## src/occ_pkg.sv

```systemverilog
package occ_pkg;
	// ****************************************
	// Register offsets
	// ****************************************
	localparam logic [7:0] FRACTION_HIGH_OFFSET = 8'h23;
	localparam logic [7:0] FRACTION_LOW_OFFSET = 8'h24;
	localparam logic [7:0] INT_DIVIDER_OFFSET = 8'h25;
	localparam logic [7:0] OUTPUT_CONTROL_OFFSET = 8'h26;
	localparam logic [7:0] MODULATION_CONTROL_OFFSET = 8'h27;
	// ****************************************
	// Reset values
	// ****************************************
	localparam logic [15:0] FRACTION_HIGH_RESET = 16'h8000;
	localparam logic [15:0] FRACTION_LOW_RESET = 16'h0000;
	localparam logic [15:0] INT_DIVIDER_RESET = 16'h8003;
	localparam logic [15:0] OUTPUT_CONTROL_RESET = 16'h0009;
	localparam logic [15:0] MODULATION_CONTROL_RESET = 16'h0679;
	// ****************************************
	// Field positions
	// ****************************************
	localparam int FRACTION_LOWER_MSB = 8;
	localparam int INTDIV_SOURCE_MSB = 15;
	localparam int INTDIV_SOURCE_LSB = 14;
	localparam int INTDIV_RATIO_MSB = 13;
	localparam int ALIGN_DELAY_MSB = 15;
	localparam int ALIGN_DELAY_LSB = 11;
	localparam int ALIGN_ENABLE_BIT = 10;
	localparam int SILENCE_POLARITY_BIT = 8;
	localparam int SILENCE_BIT = 7;
	localparam int CMOS_POLARITY_MSB = 6;
	localparam int CMOS_POLARITY_LSB = 5;
	localparam int BUFFER_FORMAT_MSB = 4;
	localparam int BUFFER_FORMAT_LSB = 2;
	localparam int OUTPUT_SELECT_MSB = 1;
	localparam int DELAY_MODE_BIT = 15;
	// ****************************************
	// Encodings
	// ****************************************
	localparam logic [1:0] SOURCE_PRESCALER_A = 2'h0;
	localparam logic [1:0] SOURCE_PRESCALER_B = 2'h1;
	localparam logic [1:0] SOURCE_FRACTIONAL = 2'h2;
	localparam logic [1:0] SOURCE_REFERENCE = 2'h3;
	localparam logic [2:0] FORMAT_DISABLED = 3'h0;
	localparam logic [2:0] FORMAT_LVDS = 3'h1;
	localparam logic [2:0] FORMAT_HCSL = 3'h2;
	localparam logic [2:0] FORMAT_CML = 3'h3;
	localparam logic [2:0] FORMAT_LVPECL = 3'h4;
	typedef enum logic [0:0] {
		ALIGN_IDLE = 1'b0,
		ALIGN_COUNT = 1'b1
	} occ_align_type;
endpackage

```

## src/occ_config.sv

```systemverilog
`timescale 1ns/1ps
// Operation
// - Upper fraction register, reset 8000h
// - Lower nine fraction bits, reset zero
// - Integer divider source select, reset fractional
// - Fourteen-bit ratio divides; zero powers down
// - Align delay counts selected source clocks
// - Align only when enable bit set
// - Silence polarity sets muted output levels
// - Override mutes directly, else during calibration
// - Buffer format decode, reset HCSL
module occ_config (
	// Clock and reset
	input wire logic clock,
	input wire logic srst,
	// Register port
	input wire logic [7:0] reg_addr,
	input wire logic reg_wr,
	input wire logic reg_rd,
	input wire logic [15:0] reg_wdata,
	output logic [15:0] reg_rdata,
	// Source clock enables
	input wire logic prescaler_a_tick,
	input wire logic prescaler_b_tick,
	input wire logic fraction_tick,
	input wire logic reference_tick,
	// Device state
	input wire logic operation_override,
	input wire logic calibration_active,
	input wire logic align_request,
	// Divider and alignment
	output logic intdiv_tick,
	output logic intdiv_powerdown,
	output logic align_done,
	// Output stage
	output logic mute_active,
	output logic out_p_level,
	output logic out_n_level,
	output logic buffer_disabled,
	// Configuration fields
	output logic [15:0] chan1_fraction_upper,
	output logic [8:0] chan1_fraction_lower,
	output logic fraction_delay_mode,
	output logic [2:0] chan1_buffer_format,
	output logic [1:0] chan1_output_select,
	output logic [1:0] chan1_cmos_polarity,
	output logic [15:0] modulation_bits
);
	// ****************************************
	// Register storage
	// ****************************************
	logic [15:0] frac_high_ff;
	logic [15:0] frac_low_ff;
	logic [15:0] int_div_ff;
	logic [15:0] out_ctrl_ff;
	logic [15:0] mod_ctrl_ff;
	logic [15:0] rdata_ff;
	wire hit_frac_high = reg_addr == occ_pkg::FRACTION_HIGH_OFFSET;
	wire hit_frac_low = reg_addr == occ_pkg::FRACTION_LOW_OFFSET;
	wire hit_int_div = reg_addr == occ_pkg::INT_DIVIDER_OFFSET;
	wire hit_out_ctrl = reg_addr == occ_pkg::OUTPUT_CONTROL_OFFSET;
	wire hit_mod_ctrl = reg_addr == occ_pkg::MODULATION_CONTROL_OFFSET;
	logic [15:0] nxt_rdata;
	always_comb begin
		if (hit_frac_high) begin
			nxt_rdata = frac_high_ff;
		end else if (hit_frac_low) begin
			nxt_rdata = frac_low_ff;
		end else if (hit_int_div) begin
			nxt_rdata = int_div_ff;
		end else if (hit_out_ctrl) begin
			nxt_rdata = out_ctrl_ff;
		end else if (hit_mod_ctrl) begin
			nxt_rdata = mod_ctrl_ff;
		end else begin
			nxt_rdata = 16'h0000;
		end
	end
	// Reserved bits are stored so they read back as written
	always_ff @(posedge clock) begin
		if (srst) begin
			frac_high_ff <= occ_pkg::FRACTION_HIGH_RESET;
			frac_low_ff <= occ_pkg::FRACTION_LOW_RESET;
			int_div_ff <= occ_pkg::INT_DIVIDER_RESET;
			out_ctrl_ff <= occ_pkg::OUTPUT_CONTROL_RESET;
			mod_ctrl_ff <= occ_pkg::MODULATION_CONTROL_RESET;
		end else if (reg_wr) begin
			if (hit_frac_high) frac_high_ff <= reg_wdata;
			if (hit_frac_low) frac_low_ff <= reg_wdata;
			if (hit_int_div) int_div_ff <= reg_wdata;
			if (hit_out_ctrl) out_ctrl_ff <= reg_wdata;
			if (hit_mod_ctrl) mod_ctrl_ff <= reg_wdata;
		end
	end
	always_ff @(posedge clock) begin
		if (srst) begin
			rdata_ff <= 16'h0000;
		end else if (reg_rd) begin
			rdata_ff <= nxt_rdata;
		end
	end
	assign reg_rdata = rdata_ff;
	// ****************************************
	// Field decode
	// ****************************************
	wire [1:0] intdiv_source = int_div_ff[occ_pkg::INTDIV_SOURCE_MSB:occ_pkg::INTDIV_SOURCE_LSB];
	wire [13:0] intdiv_ratio = int_div_ff[occ_pkg::INTDIV_RATIO_MSB:0];
	wire [4:0] align_delay = out_ctrl_ff[occ_pkg::ALIGN_DELAY_MSB:occ_pkg::ALIGN_DELAY_LSB];
	wire align_enable = out_ctrl_ff[occ_pkg::ALIGN_ENABLE_BIT];
	wire silence_polarity = out_ctrl_ff[occ_pkg::SILENCE_POLARITY_BIT];
	wire silence = out_ctrl_ff[occ_pkg::SILENCE_BIT];
	assign chan1_fraction_upper = frac_high_ff;
	assign chan1_fraction_lower = frac_low_ff[occ_pkg::FRACTION_LOWER_MSB:0];
	assign fraction_delay_mode = mod_ctrl_ff[occ_pkg::DELAY_MODE_BIT];
	assign chan1_buffer_format = out_ctrl_ff[occ_pkg::BUFFER_FORMAT_MSB:occ_pkg::BUFFER_FORMAT_LSB];
	assign chan1_output_select = out_ctrl_ff[occ_pkg::OUTPUT_SELECT_MSB:0];
	assign chan1_cmos_polarity = out_ctrl_ff[occ_pkg::CMOS_POLARITY_MSB:occ_pkg::CMOS_POLARITY_LSB];
	assign modulation_bits = mod_ctrl_ff;
	assign buffer_disabled = chan1_buffer_format == occ_pkg::FORMAT_DISABLED;
	// ****************************************
	// Source select and integer divider
	// ****************************************
	wire sel_tick = (intdiv_source == occ_pkg::SOURCE_PRESCALER_A) ? prescaler_a_tick :
		(intdiv_source == occ_pkg::SOURCE_PRESCALER_B) ? prescaler_b_tick :
		(intdiv_source == occ_pkg::SOURCE_FRACTIONAL) ? fraction_tick :
		reference_tick;
	assign intdiv_powerdown = intdiv_ratio == 14'h0000;
	logic [13:0] div_cnt_ff;
	logic div_tick_ff;
	wire div_wrap = div_cnt_ff >= intdiv_ratio - 14'h0001;
	// Alignment restarts the divider so all channels share phase
	always_ff @(posedge clock) begin
		if (srst || intdiv_powerdown || align_done) begin
			div_cnt_ff <= 14'h0000;
			div_tick_ff <= 1'b0;
		end else if (sel_tick) begin
			div_cnt_ff <= div_wrap ? 14'h0000 : div_cnt_ff + 14'h0001;
			div_tick_ff <= div_wrap;
		end else begin
			div_tick_ff <= 1'b0;
		end
	end
	assign intdiv_tick = div_tick_ff;
	// ****************************************
	// Alignment delay
	// ****************************************
	occ_pkg::occ_align_type state_ff;
	occ_pkg::occ_align_type nxt_state;
	logic [4:0] delay_cnt_ff;
	logic [4:0] nxt_delay_cnt;
	logic done_ff;
	logic nxt_done;
	always_comb begin
		nxt_state = state_ff;
		nxt_delay_cnt = delay_cnt_ff;
		nxt_done = 1'b0;
		case (state_ff)
			occ_pkg::ALIGN_IDLE: begin
				if (align_request && align_enable) begin
					if (align_delay == 5'h00) begin
						nxt_done = 1'b1;
					end else begin
						nxt_state = occ_pkg::ALIGN_COUNT;
						nxt_delay_cnt = align_delay;
					end
				end
			end
			occ_pkg::ALIGN_COUNT: begin
				if (sel_tick) begin
					nxt_delay_cnt = delay_cnt_ff - 5'h01;
					if (delay_cnt_ff == 5'h01) begin
						nxt_done = 1'b1;
						nxt_state = occ_pkg::ALIGN_IDLE;
					end
				end
			end
			default: nxt_state = occ_pkg::ALIGN_IDLE;
		endcase
	end
	always_ff @(posedge clock) begin
		if (srst) begin
			state_ff <= occ_pkg::ALIGN_IDLE;
			delay_cnt_ff <= 5'h00;
			done_ff <= 1'b0;
		end else begin
			state_ff <= nxt_state;
			delay_cnt_ff <= nxt_delay_cnt;
			done_ff <= nxt_done;
		end
	end
	assign align_done = done_ff;
	// ****************************************
	// Mute
	// ****************************************
	assign mute_active = operation_override ? silence : (silence && calibration_active);
	assign out_p_level = mute_active & silence_polarity;
	assign out_n_level = mute_active & ~silence_polarity;
	// ****************************************
	// Checks
	// ****************************************
	property p_upper_write;
		@(posedge clock) disable iff (srst)
		(reg_wr && hit_frac_high) |=> chan1_fraction_upper == $past(reg_wdata);
	endproperty
	a_upper_write: assert property (p_upper_write) else $error("upper fraction not written");
	property p_lower_reset;
		@(posedge clock) disable iff (srst)
		$past(srst) |-> (chan1_fraction_lower == 9'h000 && chan1_fraction_upper == 16'h8000);
	endproperty
	a_lower_reset: assert property (p_lower_reset) else $error("fraction reset wrong");
	property p_source_sel;
		@(posedge clock) disable iff (srst)
		(intdiv_source == occ_pkg::SOURCE_FRACTIONAL && !fraction_tick) |=> !intdiv_tick;
	endproperty
	a_source_sel: assert property (p_source_sel) else $error("source select wrong");
	property p_powerdown;
		@(posedge clock) disable iff (srst)
		(intdiv_ratio == 14'h0000) |=> !intdiv_tick;
	endproperty
	a_powerdown: assert property (p_powerdown) else $error("divider ticks while down");
	property p_zero_delay;
		@(posedge clock) disable iff (srst)
		(state_ff == occ_pkg::ALIGN_IDLE && align_request && align_enable && align_delay == 5'h00)
			|=> align_done;
	endproperty
	a_zero_delay: assert property (p_zero_delay) else $error("zero delay align missing");
	property p_align_gate;
		@(posedge clock) disable iff (srst)
		(state_ff == occ_pkg::ALIGN_IDLE && !(align_request && align_enable)) |=> !align_done;
	endproperty
	a_align_gate: assert property (p_align_gate) else $error("align without enable");
	property p_mute_levels;
		@(posedge clock) disable iff (srst)
		(mute_active && !silence_polarity) |-> (!out_p_level && out_n_level);
	endproperty
	a_mute_levels: assert property (p_mute_levels) else $error("mute levels wrong");
	property p_override;
		@(posedge clock) disable iff (srst)
		(!operation_override && !calibration_active) |-> !mute_active;
	endproperty
	a_override: assert property (p_override) else $error("mute outside calibration");
	property p_format;
		@(posedge clock) disable iff (srst)
		$past(srst) |-> (chan1_buffer_format == 3'h2 && !buffer_disabled);
	endproperty
	a_format: assert property (p_format) else $error("buffer format reset wrong");
	property p_reg_reset;
		@(posedge clock) disable iff (srst)
		$past(srst) |-> (int_div_ff == 16'h8003 && out_ctrl_ff == 16'h0009 && mod_ctrl_ff == 16'h0679);
	endproperty
	a_reg_reset: assert property (p_reg_reset) else $error("register reset wrong");
endmodule

```

## config.mk

```make
export PLATFORM = sky130hd
export DESIGN_NAME = occ_config
export DESIGN_NICKNAME = d
export VERILOG_FILES = /design/src/occ_pkg.sv /design/src/occ_config.sv
export SDC_FILE = /design/constraint.sdc
export NUM_CORES = 1
export LEC_CHECK = 0
export ABC_AREA = 0
export CAP_MARGIN = 20
export CORE_MARGIN = 1.5
export CORE_UTILIZATION = 65
export DETAILED_ROUTE_END_ITERATION = 10
export DONT_BUFFER_PORTS = 1
export PLACE_DENSITY = 0.83
export SLEW_MARGIN = 20
export SYNTH_ARGS = -nofsm -noshare
export SYNTH_HDL_FRONTEND = slang
export SYNTH_SLANG_ARGS = --single-unit
```

## constraint.sdc

```tcl
create_clock -name clock -period 5.6 [get_ports clock]
set_input_delay 0.56 -clock clock [delete_from_list [all_inputs] [get_ports clock]]
set_output_delay 0.56 -clock clock [all_outputs]
set_load 0.1 [all_outputs]
```

==> key figures <==
Synth
  – Largest cells by area after synthesis: dfxtp_1 41%, nand2_1 8.8%, mux4_2 6.6%
  – Cell variety after synth: 58
  – Flops & latches, synth: 118
  – Synth area leader: dfxtp_1
  – Syn Nets: 694
  – Ys Warns: 0
  – Mapped Cells: 641
  – Synthesized cell area: 0.00579 mm2
  – Register area share after synthesis: 40.8%
  – Post-synth top cells: 135 x nand2_1, 118 x dfxtp_1, 74 x a21oi_1
  – Top-count cell post-synth: nand2_1
  – Ys async rst share: 0%
  – Syn avg cell area: 9.03 um2
  – Post-synth EDFFs: 0
  – Post-synth top area share: 40.8%
  – Prevailing post-synth register cell: dfxtp_1

Placement
  – GPL Wtd Cong: 0.852
  – I/O Buffers: 0
  – Post-DP Area: 0.00561 mm2
  – Hpwl dp: 9910 um
  – Pre-CTS WS: 1.77 ns

Timing
  – Fmax: 255 MHz
  – Final setup fails: 0
  – Worst Tran Pin Value: 1.07 ns
  – Hold_ws: 0.106 ns
  – Final setup skew: 0.00715 ns
  – TNS Setup: 0 ns
  – Fin crit share: 70.0%
  – Post-route minimum period: 3.92 ns
  – Hold Vio Cnt, Final: 0
  – Fin worst setup slack: 1.68 ns
  – Slew Limit Fails: 0
  – Slew HR: 28.4%
  – RSZ-0062 raised after global routing: no

Die
  – Die Height: 97.3 um
  – Die Area: 0.00948 mm2
  – DIE WIDTH: 97.3 um
  – Row count: 34
  – IO Pins: 107
  – Initial Utilization: 66.7%
  – Core box area: 0.00868 mm2

Clocking
  – Clock sinks: 118
  – CTS buffer count: 17
  – Clock slew seen by the registers of the worst setup and hold paths: 0.06 ns
  – Clock Path Buffers: 2
  – Setup Fix Bufs, Post-CTS: 0
  – CTS Root Cell: clkbuf_8
  – Worst-Skew Late Latency: 0.52 ns
  – Post-cts repair resize count: 0
  – TritonCTS clock tree: yes
  – Htree depth: 4
  – Post-CTS Hold Fix Bufs: 0

Layout
  – # diodes: 0
  – Final nets: 656
  – Area occupied by multi-input gates: 0.00305 mm2
  – Layout cell share with drive strength beyond 1: 11.2%
  – Util after Layout: 71.6%
  – Layout area overhead: 7.46%
  – Reg area: 0.00236 mm2
  – FILL cells: 605
  – Finished Cell Area: 0.00622 mm2

Worst setup path
  – Delay-heaviest family, CP: simple AND/OR/NAND/NOR gates
  – Max FO, Critical Path: 14
  – FF-to-FF Start: int_div_ff[0]$_SDFFE_PP1P_
  – Cell Chain, Critical Path: inv_1 -> ha_1 -> or4b_1 -> or2_2 -> or4_1 -> xor2_1 -> ha_1 -> a21o_1 -> a21oi_1 -> nor4bb_1 -> o211ai_2 -> a21oi_1
  – Critical Path Start Type: flop
  – CP max-delay cell: or4b_1
  – CP Class: flop to flop
  – Setup crit end kind: flop
  – Max stage delay on crit path: 0.52 ns
  – Critical path arrival: 4.36 ns
  – Worst Path Buf+Inv: 1
  – CP Launch Point: int_div_ff[0]$_SDFFE_PP1P_
  – CP required: 6.04 ns

Routing
  – Routed vias/inst: 6.67
  – DR iter-0 viols: 450
  – Drt pass-1 iters: 6
  – DRC violations left: 0
  – Vias: 4,832
  – DRT Wirelength: 14,600 um
  – ANT nets after route: 0
  – WL/cell: 20.1 um

Status
  – Outcome: completed

Global routing
  – Pin count of the biggest net entering global routing: 107
  – Gr usage total: 31.2%
  – Vias in the first global route: 4,691
  – Initial antenna violation count: 0
  – First-pass GRT wire length: 23,200 um
  – Total gr overflow: 0

Hold path
  – Hold Path Origin: srst
  – Hold Path Class: input pin to flop

Power and ir drop
  – Sw Share: 24.5%
  – Pleak: 0.00218 uW
  – Clk pwr share: 52.6%
  – PD cells: 338 mW/mm2
  – NetSw: 516 uW
  – Cell-internal power: 1580 uW
  – Power share of the sequential group: 43.8%
  – Worst vdd rail ir drop: 0.000237 V
  – Comb pwr share: 3.7%

Job
  – Max-cap viol count: 0
-- kinds of logic after synthesis --
| group | count (synthesis) | share of synthesized area (%) |
|---|---|---|
| buffers and inverters | 66 | 6.68 |
| AOI/OAI and AO/OA | 130 | 13.7 |
| DFF | 118 | 40.8 |
| adders and majority gates | 18 | 3.89 |
| and+or+nand+nor | 248 | 21.2 |
| muxes | 35 | 9.73 |
| xor gates and xnor gates | 26 | 3.94 |
-- final timing paths --
check | end | slack (ns) | cells after the start
max | div_cnt_ff[7]$_SDFFE_PP0P_ | 1.68 | 12
max reg2reg | div_cnt_ff[7]$_SDFFE_PP0P_ | 1.68 | 12
min | delay_cnt_ff[4]$_SDFFE_PP0P_ | 0.11 | 1
min reg2reg | out_ctrl_ff[9]$_SDFFE_PP0P_ | 0.46 | 2
-- power groups by stage --
stage / sequential, uW / combinational (uW) / clock (uW)
2_1_floorplan: 932 / 84.0 / 0
3_3_place_gp: 936 / 71.0 / 0
3_5_place_dp: 937 / 75.4 / 0
4_1_cts: 919 / 75.8 / 1100
5_1_grt: 920 / 84.5 / 1150
6_report: 919 / 76.7 / 1100
-- stage by stage --
stage / instances / total power [uW]
after floorplan: 641 / 1020
after global placement: 692 / 1010
after detailed placement: 692 / 1010
after CTS: 724 / 2100
after global routing: 724 / 2160
final: 724 / 2100
-- per-layer routing --
metal  track usage, %  wire length [um]
met3             9.50              1340
met2             51.7              7190
met4             17.1               670
met1             36.1              5360
met5                0                 0
-- layout by cell type (no fill, tap or decap), drive strengths merged, types with 11 or more instances in the layout --
cell type  Yosys  final
nand2        135    135
dfxtp        118    118
a21oi         74     74
nor2          44     44
clkbuf        18     19
mux2i         18     18
ha            18     18
mux4          17     17
a22oi         17     17
a211oi        17     17
xor2          15     15
xnor2         11     11
-- flip-flops by register name (all words and copies together) (netlist names) --
| signal | count |
|---|---|
| state_ff | 1 |
| chan1_fraction_upper | 16 |
| delay_cnt_ff | 5 |
| modulation_bits | 16 |
| intdiv_tick | 1 |
| align_done | 1 |
| reg_rdata | 16 |
| int_div_ff | 16 |
| div_cnt_ff | 14 |
| out_ctrl_ff | 16 |
| frac_low_ff | 16 |
-- layout make-up --
cell class              instances  area share, %
multi-input cells             457           49.1
repair buffers                  3          0.644
well taps                     108           2.17
clock inverters                14           2.82
inverters                       6          0.362
flip-flops and latches        118           38.0
clock buffers                  18           6.88
No activity file was read; power rests on OpenSTA's default activity.
